### src/host_cmd_regs.svh
// Command codes, field limits, reset values and timing constants of the host command block
`ifndef HOST_CMD_REGS_SVH
`define HOST_CMD_REGS_SVH

`define CMD_FAN_POWER 8'h11
`define CMD_SW_XACT 8'h14
`define CMD_LCD_RAW 8'h16
`define CMD_KEY_MASKS 8'h17
`define CMD_KEY_POLL 8'h18
`define CMD_FAILSAFE 8'h19

`define REPLY_ACK_FLAG 8'h40
`define REPLY_ERR_FLAG 8'hc0
`define REPLY_EMPTY_LEN 5'h00

`define SW_MIN_LEN 5'h02
`define SW_MAX_LEN 5'h10
`define SW_DIRECT_IDX 8'h20
`define SW_MAX_READ 8'h0e
`define SW_MATCH_ROM 8'h55
`define SW_ROM_BYTES 4'h8
`define SW_SLOTS 32

`define KEY_COUNT 6
`define KEY_UP_BIT 0
`define KEY_ACCEPT_BIT 1
`define KEY_ABORT_BIT 2
`define KEY_WEST_BIT 3
`define KEY_EAST_BIT 4
`define KEY_SOUTH_BIT 5
`define KEY_MASK_LEN 5'h02
`define KEY_MASK_MAX 8'h3f
`define KEY_MASK_RESET 6'h3f
`define KEY_POLL_LEN 5'h00
`define KEY_POLL_REPLY_LEN 5'h03

`define FAN_COUNT 4
`define FS_LEN 5'h02
`define FS_MASK_MAX 8'h0f
`define FAN_POWER_LEN 5'h04
`define FAN_LEVEL_MAX 8'h64

`define CLK_PERIOD_NS 8
`define FS_TICK_NS 125000000

`endif

### src/host_cmd_pkg.sv
// Shared packet, bus operation and report types of the host command block
package host_cmd_pkg;

    typedef enum logic [1:0] {SW_OP_RESET = 2'h0, SW_OP_WRITE = 2'h1, SW_OP_READ = 2'h2} sw_op_type;

    typedef struct packed {
        logic [7:0] code;
        logic [4:0] len;
        logic [15:0][7:0] data;
    } cmd_pkt_type;

    typedef struct packed {
        logic [7:0] code;
        logic [4:0] len;
        logic [13:0][7:0] data;
    } reply_pkt_type;

    typedef struct packed {
        logic press;
        logic [2:0] key;
    } key_report_type;

    typedef logic [3:0][7:0] fan_levels_type;

endpackage : host_cmd_pkg

### src/failsafe_timer.sv
// Eighth-second tick divider and fan fail-safe countdown
`timescale 1ns/10ps
`include "host_cmd_regs.svh"
module failsafe_timer
    import host_cmd_pkg::*;
#(
    parameter int FANS = `FAN_COUNT,
    parameter int TICK_CYCLES = `FS_TICK_NS / `CLK_PERIOD_NS
)
(
    input wire logic clk,
    input wire logic rst_b,
    input wire logic load,
    input wire logic [FANS-1:0] load_mask,
    input wire logic [7:0] load_ticks,
    input wire logic refresh,
    output logic [FANS-1:0] fs_mask,
    output logic [FANS-1:0] forced
);

    if (TICK_CYCLES < 1)
    begin : g_bad_tick
        $error("failsafe_timer: TICK_CYCLES must be at least 1");
    end

    typedef struct packed {
        logic [31:0] div;
        logic [7:0] ticks_left;
        logic [7:0] reload;
        logic [FANS-1:0] mask;
        logic [FANS-1:0] forced;
    } timer_state_type;

    timer_state_type s_ff;
    timer_state_type nxt_s;
    logic tick;

    always_comb
    begin
        nxt_s = s_ff;
        tick = (s_ff.div == 32'(TICK_CYCLES - 1));
        nxt_s.div = tick ? '0 : s_ff.div + 32'h1;
        if (tick && s_ff.ticks_left != 8'h00)
        begin
            nxt_s.ticks_left = s_ff.ticks_left - 8'h01;
            if (s_ff.ticks_left == 8'h01)
                nxt_s.forced = s_ff.mask;
        end
        // A power update proves the host alive: restart and release the fans
        if (refresh)
        begin
            nxt_s.div = '0;
            nxt_s.ticks_left = s_ff.reload;
            nxt_s.forced = '0;
        end
        if (load)
        begin
            nxt_s.div = '0;
            nxt_s.mask = load_mask;
            nxt_s.reload = load_ticks;
            nxt_s.ticks_left = load_ticks;
            nxt_s.forced = '0;
        end
    end

    always_ff @(posedge clk or negedge rst_b)
    begin
        if (!rst_b)
            s_ff <= '0;
        else
            s_ff <= nxt_s;
    end

    assign fs_mask = s_ff.mask;
    assign forced = s_ff.forced;

endmodule : failsafe_timer

### src/host_cmd_keypad_fanfs_owbridge.sv
// Host packet handlers: single-wire bridge, raw display commands, keypad and fan fail-safe
`timescale 1ns/10ps
`include "host_cmd_regs.svh"
module host_cmd_keypad_fanfs_owbridge
    import host_cmd_pkg::*;
#(
    parameter int TICK_CYCLES = `FS_TICK_NS / `CLK_PERIOD_NS
)
(
    input wire logic clk,
    input wire logic rst_b,
    input wire logic cmd_valid,
    input cmd_pkt_type cmd,
    output logic cmd_ready,
    output logic reply_valid,
    output reply_pkt_type reply,
    output logic sw_op_valid,
    output sw_op_type sw_op,
    output logic [7:0] sw_op_byte,
    input wire logic sw_op_done,
    input wire logic [7:0] sw_rd_byte,
    input wire logic rom_wr_en,
    input wire logic [4:0] rom_wr_idx,
    input wire logic [63:0] rom_wr_id,
    output logic lcd_valid,
    output cmd_pkt_type lcd_pkt,
    input wire logic [`KEY_COUNT-1:0] keys_raw,
    output logic key_report_valid,
    output key_report_type key_report,
    input wire logic save_boot_state,
    output logic [`KEY_COUNT-1:0] boot_press_mask,
    output logic [`KEY_COUNT-1:0] boot_release_mask,
    output fan_levels_type fan_level,
    output logic [`FAN_COUNT-1:0] failsafe_mask
);

    if (TICK_CYCLES < 1)
    begin : g_bad_tick
        $error("host_cmd: TICK_CYCLES must be at least 1");
    end

    typedef enum logic [5:0] {
        ST_IDLE = 6'h01,
        ST_BUS_RESET = 6'h02,
        ST_ADDR = 6'h04,
        ST_WRITE = 6'h08,
        ST_READ = 6'h10,
        ST_DONE = 6'h20
    } phase_type;

    typedef struct packed {
        phase_type phase;
        cmd_pkt_type cmd;
        logic [3:0] byte_idx;
        logic [3:0] rd_idx;
        logic [`SW_SLOTS-1:0] rom_found;
        logic cmd_ready;
        logic reply_valid;
        reply_pkt_type reply;
        logic sw_op_valid;
        sw_op_type sw_op;
        logic [7:0] sw_op_byte;
        logic lcd_valid;
        cmd_pkt_type lcd_pkt;
        logic [`KEY_COUNT-1:0] press_mask;
        logic [`KEY_COUNT-1:0] release_mask;
        logic [`KEY_COUNT-1:0] boot_press;
        logic [`KEY_COUNT-1:0] boot_release;
        fan_levels_type fan_power;
        fan_levels_type fan_level;
    } main_state_type;

    main_state_type s_ff;
    main_state_type nxt_s;

    // Enumerated addresses; written only by the enumeration logic outside
    logic [63:0] rom_id_mem [0:`SW_SLOTS-1];

    logic take;
    logic sw_ok;
    logic keymask_ok;
    logic poll_ok;
    logic fs_ok;
    logic fan_ok;
    logic poll_clear;
    logic fs_load;
    logic fs_refresh;
    logic [`KEY_COUNT-1:0] held;
    logic [`KEY_COUNT-1:0] pressed_acc;
    logic [`KEY_COUNT-1:0] released_acc;
    logic [`FAN_COUNT-1:0] fs_forced;
    logic [`FAN_COUNT-1:0] fs_mask;
    logic [63:0] rom_sel;
    logic [2:0] rom_byte_sel;
    logic [4:0] wr_total;
    logic [3:0] rd_total;
    sw_op_type op_kind;
    logic [7:0] op_byte;
    logic op_last;

    function automatic logic [7:0] reply_code(input logic [7:0] code, input logic ok);
        reply_code = code | (ok ? `REPLY_ACK_FLAG : `REPLY_ERR_FLAG);
    endfunction : reply_code

    function automatic phase_type phase_after(input logic have_write, input logic [3:0] rd_cnt);
        if (have_write)
            phase_after = ST_WRITE;
        else if (rd_cnt != 4'h0)
            phase_after = ST_READ;
        else
            phase_after = ST_DONE;
    endfunction : phase_after

    always_ff @(posedge clk)
    begin
        if (rom_wr_en)
            rom_id_mem[rom_wr_idx] <= rom_wr_id;
    end

    // Validity of each command, judged on the packet being offered
    always_comb
    begin
        take = s_ff.cmd_ready & cmd_valid;
        sw_ok = (cmd.len >= `SW_MIN_LEN) && (cmd.len <= `SW_MAX_LEN)
            && (cmd.data[0] <= `SW_DIRECT_IDX) && (cmd.data[1] <= `SW_MAX_READ);
        keymask_ok = (cmd.len == `KEY_MASK_LEN)
            && (cmd.data[0] <= `KEY_MASK_MAX) && (cmd.data[1] <= `KEY_MASK_MAX);
        poll_ok = (cmd.len == `KEY_POLL_LEN);
        fs_ok = (cmd.len == `FS_LEN) && (cmd.data[0] <= `FS_MASK_MAX) && (cmd.data[1] != 8'h00);
        fan_ok = (cmd.len == `FAN_POWER_LEN);
        for (int i = 0; i < `FAN_COUNT; i++)
            if (cmd.data[i] > `FAN_LEVEL_MAX)
                fan_ok = 1'b0;
        poll_clear = take && (cmd.code == `CMD_KEY_POLL) && poll_ok;
        fs_load = take && (cmd.code == `CMD_FAILSAFE) && fs_ok;
        fs_refresh = take && (cmd.code == `CMD_FAN_POWER) && fan_ok;
    end

    // What the current bus phase asks of the single-wire engine
    always_comb
    begin
        rom_sel = rom_id_mem[s_ff.cmd.data[0][4:0]];
        rom_byte_sel = 3'(s_ff.byte_idx - 4'h1);
        wr_total = s_ff.cmd.len - `SW_MIN_LEN;
        rd_total = s_ff.cmd.data[1][3:0];
        op_kind = SW_OP_WRITE;
        op_byte = '0;
        op_last = 1'b0;
        case (s_ff.phase)
            ST_BUS_RESET:
            begin
                op_kind = SW_OP_RESET;
                op_last = 1'b1;
            end
            ST_ADDR:
            begin
                // Address goes out lowest byte first, after the match byte
                op_byte = (s_ff.byte_idx == 4'h0) ? `SW_MATCH_ROM : rom_sel[{rom_byte_sel, 3'h0} +: 8];
                op_last = (s_ff.byte_idx == `SW_ROM_BYTES);
            end
            ST_WRITE:
            begin
                op_byte = s_ff.cmd.data[s_ff.byte_idx + 4'h2];
                op_last = ({1'b0, s_ff.byte_idx} + 5'h01 == wr_total);
            end
            ST_READ:
            begin
                op_kind = SW_OP_READ;
                op_last = (s_ff.rd_idx + 4'h1 == rd_total);
            end
            default:
            begin
                op_kind = SW_OP_WRITE;
            end
        endcase
    end

    always_comb
    begin
        nxt_s = s_ff;
        nxt_s.reply_valid = 1'b0;
        nxt_s.lcd_valid = 1'b0;
        if (rom_wr_en)
            nxt_s.rom_found[rom_wr_idx] = 1'b1;
        if (save_boot_state)
        begin
            nxt_s.boot_press = s_ff.press_mask;
            nxt_s.boot_release = s_ff.release_mask;
        end
        case (s_ff.phase)
            ST_IDLE:
            begin
                if (take)
                begin
                    nxt_s.reply_valid = 1'b1;
                    nxt_s.reply = '0;
                    nxt_s.reply.len = `REPLY_EMPTY_LEN;
                    nxt_s.reply.code = reply_code(cmd.code, 1'b0);
                    case (cmd.code)
                        `CMD_SW_XACT:
                        begin
                            nxt_s.reply.code = reply_code(cmd.code, sw_ok);
                            if (sw_ok)
                            begin
                                // Reply is held back until the bus phases finish
                                nxt_s.reply_valid = 1'b0;
                                nxt_s.cmd = cmd;
                                nxt_s.byte_idx = '0;
                                nxt_s.rd_idx = '0;
                                if (cmd.data[0] != `SW_DIRECT_IDX && s_ff.rom_found[cmd.data[0][4:0]])
                                    nxt_s.phase = ST_BUS_RESET;
                                else
                                    nxt_s.phase = phase_after(cmd.len != `SW_MIN_LEN, cmd.data[1][3:0]);
                            end
                        end
                        `CMD_LCD_RAW:
                        begin
                            // No checking: a bad payload can upset the display
                            nxt_s.lcd_valid = 1'b1;
                            nxt_s.lcd_pkt = cmd;
                            nxt_s.reply.code = reply_code(cmd.code, 1'b1);
                        end
                        `CMD_KEY_MASKS:
                        begin
                            nxt_s.reply.code = reply_code(cmd.code, keymask_ok);
                            if (keymask_ok)
                            begin
                                nxt_s.press_mask = cmd.data[0][`KEY_COUNT-1:0];
                                nxt_s.release_mask = cmd.data[1][`KEY_COUNT-1:0];
                            end
                        end
                        `CMD_KEY_POLL:
                        begin
                            nxt_s.reply.code = reply_code(cmd.code, poll_ok);
                            if (poll_ok)
                            begin
                                nxt_s.reply.len = `KEY_POLL_REPLY_LEN;
                                nxt_s.reply.data[0] = 8'(held);
                                nxt_s.reply.data[1] = 8'(pressed_acc);
                                nxt_s.reply.data[2] = 8'(released_acc);
                            end
                        end
                        `CMD_FAILSAFE:
                        begin
                            nxt_s.reply.code = reply_code(cmd.code, fs_ok);
                        end
                        `CMD_FAN_POWER:
                        begin
                            nxt_s.reply.code = reply_code(cmd.code, fan_ok);
                            if (fan_ok)
                                for (int i = 0; i < `FAN_COUNT; i++)
                                    nxt_s.fan_power[i] = cmd.data[i];
                        end
                        default:
                        begin
                            nxt_s.reply.code = reply_code(cmd.code, 1'b0);
                        end
                    endcase
                end
            end
            ST_BUS_RESET, ST_ADDR, ST_WRITE, ST_READ:
            begin
                if (!s_ff.sw_op_valid)
                begin
                    nxt_s.sw_op_valid = 1'b1;
                    nxt_s.sw_op = op_kind;
                    nxt_s.sw_op_byte = op_byte;
                end
                else if (sw_op_done)
                begin
                    nxt_s.sw_op_valid = 1'b0;
                    if (s_ff.phase == ST_READ)
                    begin
                        nxt_s.reply.data[s_ff.rd_idx] = sw_rd_byte;
                        nxt_s.rd_idx = s_ff.rd_idx + 4'h1;
                    end
                    else
                        nxt_s.byte_idx = op_last ? 4'h0 : s_ff.byte_idx + 4'h1;
                    if (op_last)
                    begin
                        case (s_ff.phase)
                            ST_BUS_RESET:
                                nxt_s.phase = ST_ADDR;
                            ST_ADDR:
                                nxt_s.phase = phase_after(wr_total != 5'h00, rd_total);
                            ST_WRITE:
                                nxt_s.phase = phase_after(1'b0, rd_total);
                            default:
                                nxt_s.phase = ST_DONE;
                        endcase
                    end
                end
            end
            ST_DONE:
            begin
                nxt_s.reply_valid = 1'b1;
                nxt_s.reply.code = reply_code(s_ff.cmd.code, 1'b1);
                nxt_s.reply.len = {1'b0, rd_total};
                nxt_s.phase = ST_IDLE;
            end
            default:
            begin
                nxt_s.phase = ST_IDLE;
                nxt_s.sw_op_valid = 1'b0;
            end
        endcase
        nxt_s.cmd_ready = (nxt_s.phase == ST_IDLE);
        for (int i = 0; i < `FAN_COUNT; i++)
            nxt_s.fan_level[i] = fs_forced[i] ? `FAN_LEVEL_MAX : nxt_s.fan_power[i];
    end

    always_ff @(posedge clk or negedge rst_b)
    begin
        if (!rst_b)
        begin
            s_ff <= '0;
            s_ff.phase <= ST_IDLE;
            s_ff.cmd_ready <= 1'b1;
            s_ff.press_mask <= `KEY_MASK_RESET;
            s_ff.release_mask <= `KEY_MASK_RESET;
            s_ff.boot_press <= `KEY_MASK_RESET;
            s_ff.boot_release <= `KEY_MASK_RESET;
            s_ff.fan_power <= {`FAN_COUNT{`FAN_LEVEL_MAX}};
            s_ff.fan_level <= {`FAN_COUNT{`FAN_LEVEL_MAX}};
        end
        else
            s_ff <= nxt_s;
    end

    key_tracker #(
        .KEYS(`KEY_COUNT)
    ) u_keys (
        .clk(clk),
        .rst_b(rst_b),
        .keys_raw(keys_raw),
        .press_mask(s_ff.press_mask),
        .release_mask(s_ff.release_mask),
        .poll_clear(poll_clear),
        .held(held),
        .pressed_acc(pressed_acc),
        .released_acc(released_acc),
        .report_valid(key_report_valid),
        .report(key_report)
    );

    failsafe_timer #(
        .FANS(`FAN_COUNT),
        .TICK_CYCLES(TICK_CYCLES)
    ) u_failsafe (
        .clk(clk),
        .rst_b(rst_b),
        .load(fs_load),
        .load_mask(cmd.data[0][`FAN_COUNT-1:0]),
        .load_ticks(cmd.data[1]),
        .refresh(fs_refresh),
        .fs_mask(fs_mask),
        .forced(fs_forced)
    );

    assign cmd_ready = s_ff.cmd_ready;
    assign reply_valid = s_ff.reply_valid;
    assign reply = s_ff.reply;
    assign sw_op_valid = s_ff.sw_op_valid;
    assign sw_op = s_ff.sw_op;
    assign sw_op_byte = s_ff.sw_op_byte;
    assign lcd_valid = s_ff.lcd_valid;
    assign lcd_pkt = s_ff.lcd_pkt;
    assign boot_press_mask = s_ff.boot_press;
    assign boot_release_mask = s_ff.boot_release;
    assign fan_level = s_ff.fan_level;
    assign failsafe_mask = fs_mask;

endmodule : host_cmd_keypad_fanfs_owbridge

### src/key_tracker.sv
// Keypad synchroniser, poll accumulators and unsolicited key report queue
`timescale 1ns/10ps
`include "host_cmd_regs.svh"
module key_tracker
    import host_cmd_pkg::*;
#(
    parameter int KEYS = `KEY_COUNT
)
(
    input wire logic clk,
    input wire logic rst_b,
    input wire logic [KEYS-1:0] keys_raw,
    input wire logic [KEYS-1:0] press_mask,
    input wire logic [KEYS-1:0] release_mask,
    input wire logic poll_clear,
    output logic [KEYS-1:0] held,
    output logic [KEYS-1:0] pressed_acc,
    output logic [KEYS-1:0] released_acc,
    output logic report_valid,
    output key_report_type report
);

    if (KEYS < 1 || KEYS > 8)
    begin : g_bad_keys
        $error("key_tracker: KEYS must be 1 to 8");
    end

    typedef struct packed {
        logic [KEYS-1:0] sync1;
        logic [KEYS-1:0] sync2;
        logic [KEYS-1:0] held;
        logic [KEYS-1:0] pressed;
        logic [KEYS-1:0] released;
        logic [KEYS-1:0] pend_press;
        logic [KEYS-1:0] pend_release;
        logic report_valid;
        key_report_type report;
    } tracker_state_type;

    tracker_state_type s_ff;
    tracker_state_type nxt_s;
    logic [KEYS-1:0] rise;
    logic [KEYS-1:0] fall;
    logic [KEYS-1:0] take_press;
    logic [KEYS-1:0] take_release;

    function automatic logic [KEYS-1:0] lowest_only(input logic [KEYS-1:0] v);
        lowest_only = v & (~v + {{(KEYS-1){1'b0}}, 1'b1});
    endfunction : lowest_only

    function automatic logic [2:0] key_index(input logic [KEYS-1:0] onehot);
        key_index = '0;
        for (int i = 0; i < KEYS; i++)
            if (onehot[i])
                key_index = 3'(i);
    endfunction : key_index

    always_comb
    begin
        nxt_s = s_ff;
        rise = s_ff.sync2 & ~s_ff.held;
        fall = ~s_ff.sync2 & s_ff.held;
        take_press = lowest_only(s_ff.pend_press);
        take_release = '0;
        nxt_s.sync1 = keys_raw;
        nxt_s.sync2 = s_ff.sync1;
        nxt_s.held = s_ff.sync2;
        // New edges survive a clear in the same cycle
        nxt_s.pressed = (poll_clear ? '0 : s_ff.pressed) | rise;
        nxt_s.released = (poll_clear ? '0 : s_ff.released) | fall;
        nxt_s.report_valid = 1'b0;
        if (take_press != '0)
        begin
            nxt_s.report_valid = 1'b1;
            nxt_s.report.press = 1'b1;
            nxt_s.report.key = key_index(take_press);
        end
        else if (s_ff.pend_release != '0)
        begin
            take_release = lowest_only(s_ff.pend_release);
            nxt_s.report_valid = 1'b1;
            nxt_s.report.press = 1'b0;
            nxt_s.report.key = key_index(take_release);
        end
        nxt_s.pend_press = (s_ff.pend_press & ~take_press) | (rise & press_mask);
        nxt_s.pend_release = (s_ff.pend_release & ~take_release) | (fall & release_mask);
    end

    always_ff @(posedge clk or negedge rst_b)
    begin
        if (!rst_b)
            s_ff <= '0;
        else
            s_ff <= nxt_s;
    end

    assign held = s_ff.held;
    assign pressed_acc = s_ff.pressed;
    assign released_acc = s_ff.released;
    assign report_valid = s_ff.report_valid;
    assign report = s_ff.report;

endmodule : key_tracker

### config.mk
export PLATFORM = sky130hd
export DESIGN_NAME = host_cmd_keypad_fanfs_owbridge
export DESIGN_NICKNAME = d
export VERILOG_FILES = /design/src/host_cmd_pkg.sv /design/src/failsafe_timer.sv /design/src/host_cmd_keypad_fanfs_owbridge.sv /design/src/key_tracker.sv
export VERILOG_INCLUDE_DIRS = /design/src
export SDC_FILE = /design/constraint.sdc
export NUM_CORES = 2
export LEC_CHECK = 0
export BUFFER_PORTS_ARGS = -buffer_cell sky130_fd_sc_hd__clkbuf_2
export CAP_MARGIN = 15
export CORE_MARGIN = 1
export CORE_UTILIZATION = 40
export DETAILED_ROUTE_END_ITERATION = 8
export PLACE_DENSITY_LB_ADDON = 0.1
export SYNTH_ARGS = -nofsm -noshare
export SYNTH_HDL_FRONTEND = slang
export SYNTH_HIERARCHICAL = 1
export SYNTH_SLANG_ARGS = --single-unit
### constraint.sdc
create_clock -name clk -period 9.3 [get_ports clk]
set_clock_uncertainty 0.2 [all_clocks]
set_input_delay 0 -clock clk [delete_from_list [all_inputs] [get_ports clk]]
set_output_delay 0 -clock clk [all_outputs]
set_load 0.02 [all_outputs]
==> run metrics <==
total gr overflow=0; Longest Clk Path Bufs=4; CTS sink count=2704; R2R Setup Slk=3.98 ns; max frequency=188.1 MHz; die area=272600 sq um; all-layer global routing usage=25.30%; Synth async-reset ratio=24.26%; routed wire length=346900 microns; DP Wirelength=196300 microns; sequential fraction of the synthesis area=72.06%; critical path's slowest cell=dfrtp_4; H-tree Lvls=5; dpl ws=3.814 ns; top cells by area, synth=edfxtp_1 57%, dfrtp_1 14%, mux4_2 12%; Hold WS=0.06653 ns; Flop pwr share=51.5%; number of global-route vias before repair=61030; unrepaired setup endpoints after global routing=false; first-pass GRT wire length=483900 microns; DRC=0; Synth Cell Area=108200 sq um; gpl congestion=0.8533; via count=60120; largest net degree at the start of global routing=105; Mean Syn Cell Area=18.16 sq um; delay-heaviest family, CP=buffers and inverters; Final period util=57.15%; type of element capturing the critical path=register; number of port buffers=561; Filler cells=22690; cell taking the most area after synthesis=edfxtp_1; Worst-Margin Slew=1.226 ns; CP required=9.81 ns; Pins Over Slew Limit=0; DP Cell Count=9591; Clk network pwr share=45.4%; Hold Vio Cnt, Final=0; leak pwr=45.72 nW; Inserted Clock Buffers=303; Yosys cell types=92; Die Y=522.1 microns; register area=78000 sq um; Post-CTS Setup Bufs=0; initial antenna violation count=41; vias per inst=5.705; Comb pwr share=3.1%; Finished Layout Cells=10540; drt pass-1 iters=6; Levels on crit path=8; CP startpoint=s_ff[408]; CTS resizes=0; num rows=190; Layout Nets=6988; min Tclk post-route=5.315 ns; Clock Tree Root=clkbuf_16; crit path max fanout=42; Max-Cap Viols=0; top cell type's share of synthesized area=56.83%; die extent in x=522.1 microns; crit path capture=sw_op_byte[3]; # hold bufs at CTS=402; CTS tree=done; overall power=25.78 mW; Mapped Nets=6202; DR WL/cell=32.92 microns; yosys warns=6; share of layout cells above drive strength 1=29.81%; Yosys reg bits=2704; Worst Hold Class=in2reg; Cells after Synth=5960; Startpoint Class=register; Finish-stage setup viols=0; Worst-Skew Late Latency=0.89 ns; outcome=completed; area occupied by multi-input gates=26180 sq um; Pint=20.33 mW; sw frac=21.14%; Max stage delay on crit path=0.87 ns; Antenna Violating Nets Remaining=0; CTS clock-pin slew for the worst setup and hold paths=0.06 ns; number of enable flip-flop cells after synthesis=2048; critical path cell sequence=buf_4 > buf_4 > mux4_2 > mux4_2 > a22oi_1 > a21oi_1 > nor3_1 > o32ai_1; critical path type=reg2reg; synthesis-to-layout area growth=17.02%; Crit path buffers/inverters=2; starting density of the core=40.32%; setup TNS=0 ns; min setup slack post-route=3.985 ns; core area=268400 sq um; Rel. slew slack=17.23%; switching power=5.450 mW; R2R cell count=8; Top FF cell, synth=edfxtp_1; PwrDens=203.6 nW/um^2; Critical Path AT=5.82 ns; DRT iter0 DRCs=5888; I/O pin count=563; r2r startpoint=s_ff[408]; Worst VDD drop=148.7 uV; RR Endpoint=sw_op_byte[3]
-- cells by family (layout without fill, tap and decap cells) --
| family | Yosys count | count (layout) | synth area share (%) |
|---|---|---|---|
| DFF | 2704 | 2704 | 72.06 |
| and+or+nand+nor | 1124 | 1124 | 4.734 |
| muxes | 899 | 899 | 15.28 |
| buffers and inverters | 680 | 1691 | 4.031 |
| AOI/OAI and AO/OA | 487 | 487 | 3.308 |
| xor gates and xnor gates | 53 | 53 | 0.4417 |
| adders and majority gates | 12 | 12 | 0.1388 |
| other | 1 | 17 | 0.003466 |
-- cell usage in the layout, fill, tap and decap left out, types with 18 or more instances in the layout --
cell type      synthesis  final
edfxtp_1            2048   2048
nand2_1              614    614
dfrtp_1              606    599
mux4_2               579    579
clkbuf_2               0    560
dlygate4sd3_1          0    401
clkbuf_16              0    314
mux2_2               175    175
buf_4                374    136
nor2_1               160    124
mux2i_1              118    117
o2bb2ai_1             75     75
o21ai_0               74     73
a21oi_1               61     61
clkinv_2               0     61
clkbuf_1             105     59
dfstp_2               50     50
nand3_1               48     48
inv_1                 43     42
a22oi_1               40     40
nor2b_1               41     39
or2_2                 38     38
clkinv_1               1     36
xor2_1                35     35
and2_1                34     34
a22o_1                33     33
nor2_4                 0     32
nor3_1                33     30
nand2b_1              25     25
a221oi_1              25     25
nand4_1               24     24
clkbuf_8               0     21
nor4_1                20     20
o22ai_1               19     19
a211oi_1              20     19
a32oi_1               19     19
bufinv_16              0     18
-- per-stage QoR --
stage,utilization [%],instance area (sq um)
2_1_floorplan,-,108200
3_3_place_gp,42.08,112900
3_5_place_dp,42.08,112900
4_1_cts,47.16,126600
5_1_grt,47.17,126600
6_report,47.18,126600
-- how the worst min path moves through the flow --
| stage | startpoint | endpoint | slack, ns | cells after the start |
|---|---|---|---|---|
| 2_1_floorplan | rst_b | fan_level[0] | -0.50 | 0 |
| 3_3_place_gp | keys_raw[0] | u_keys/nxt_s[35] | -0.09 | 1 |
| 3_5_place_dp | keys_raw[0] | u_keys/nxt_s[35] | -0.08 | 1 |
| 4_1_cts | cmd[11] | u_failsafe/s_ff[11] | 0.0003 | 4 |
| 5_1_grt | cmd[11] | u_failsafe/s_ff[11] | 0.04 | 4 |
| 6_report | cmd[11] | u_failsafe/s_ff[11] | 0.07 | 4 |
-- routing by layer --
| metal | vias to the layer above | GRT usage (%) | wire [microns] |
|---|---|---|---|
| met5 | - | 0 | 104 |
| met4 | 14 | 7.234 | 10360 |
| met2 | 2329 | 41.02 | 166300 |
| met3 | 506 | 3.693 | 21150 |
| met1 | 32670 | 35.57 | 149100 |
| li1 | 24600 | - | - |
-- tightest hold or removal path: stages --
cell	delay, ns
dlygate4sd3_1	0.54
clkbuf_2	0.25
nand2_1	0.17
o21ai_0	0.09
-- cell type report --
class | instances | area share, %
Multi-Input combinational cell | 2576 | 20.68
Clock buffer | 394 | 6.609
Inverter | 46 | 0.1433
Sequential cell | 2704 | 61.60
Tap cell | 3552 | 3.510
Timing Repair Buffer | 1115 | 6.452
Antenna cell | 16 | 0.03162
Clock inverter | 136 | 0.9743
-- power groups by stage --
stage                     combinational [mW]  sequential, mW  clock [mW]
after detailed placement               0.653            13.5           0
after floorplan                        0.272            13.5           0
after global placement                 0.640            13.5           0
final                                  0.795            13.3        11.7
after CTS                              0.805            13.3        11.9
after global routing                   0.853            13.3        12.4
-- cells in the mapped netlist, drive strengths merged, types with 36 or more instances --
| cell type | count |
|---|---|
| inv | 45 |
| nor2 | 160 |
| a22oi | 40 |
| mux2i | 118 |
| or2 | 49 |
| nand2 | 615 |
| dfrtp | 606 |
| clkbuf | 105 |
| buf | 529 |
| nand3 | 48 |
| o2bb2ai | 75 |
| nor2b | 41 |
| a21oi | 62 |
| and2 | 36 |
| mux2 | 202 |
| mux4 | 579 |
| dfstp | 50 |
| edfxtp | 2048 |
| o21ai | 80 |
-- flip-flops by register name, summed over array words and instances, names as in the netlist, 2 cells and up --
register and cells:
sw_op_byte 8, boot_press_mask 6, u_failsafe/s_ff 48, u_keys/pressed_acc 6, fan_level 32, u_failsafe/forced 4, u_keys/held 6, u_failsafe/fs_mask 4
rom_id_mem 2048, boot_release_mask 6, u_keys/nxt_s 12, s_ff 226, rd_total 4, u_keys/report 4, lcd_pkt 141, u_keys/released_acc 6
u_keys/s_ff 12, reply 124, sw_op 2
No activity file was read; power rests on OpenSTA's default activity.
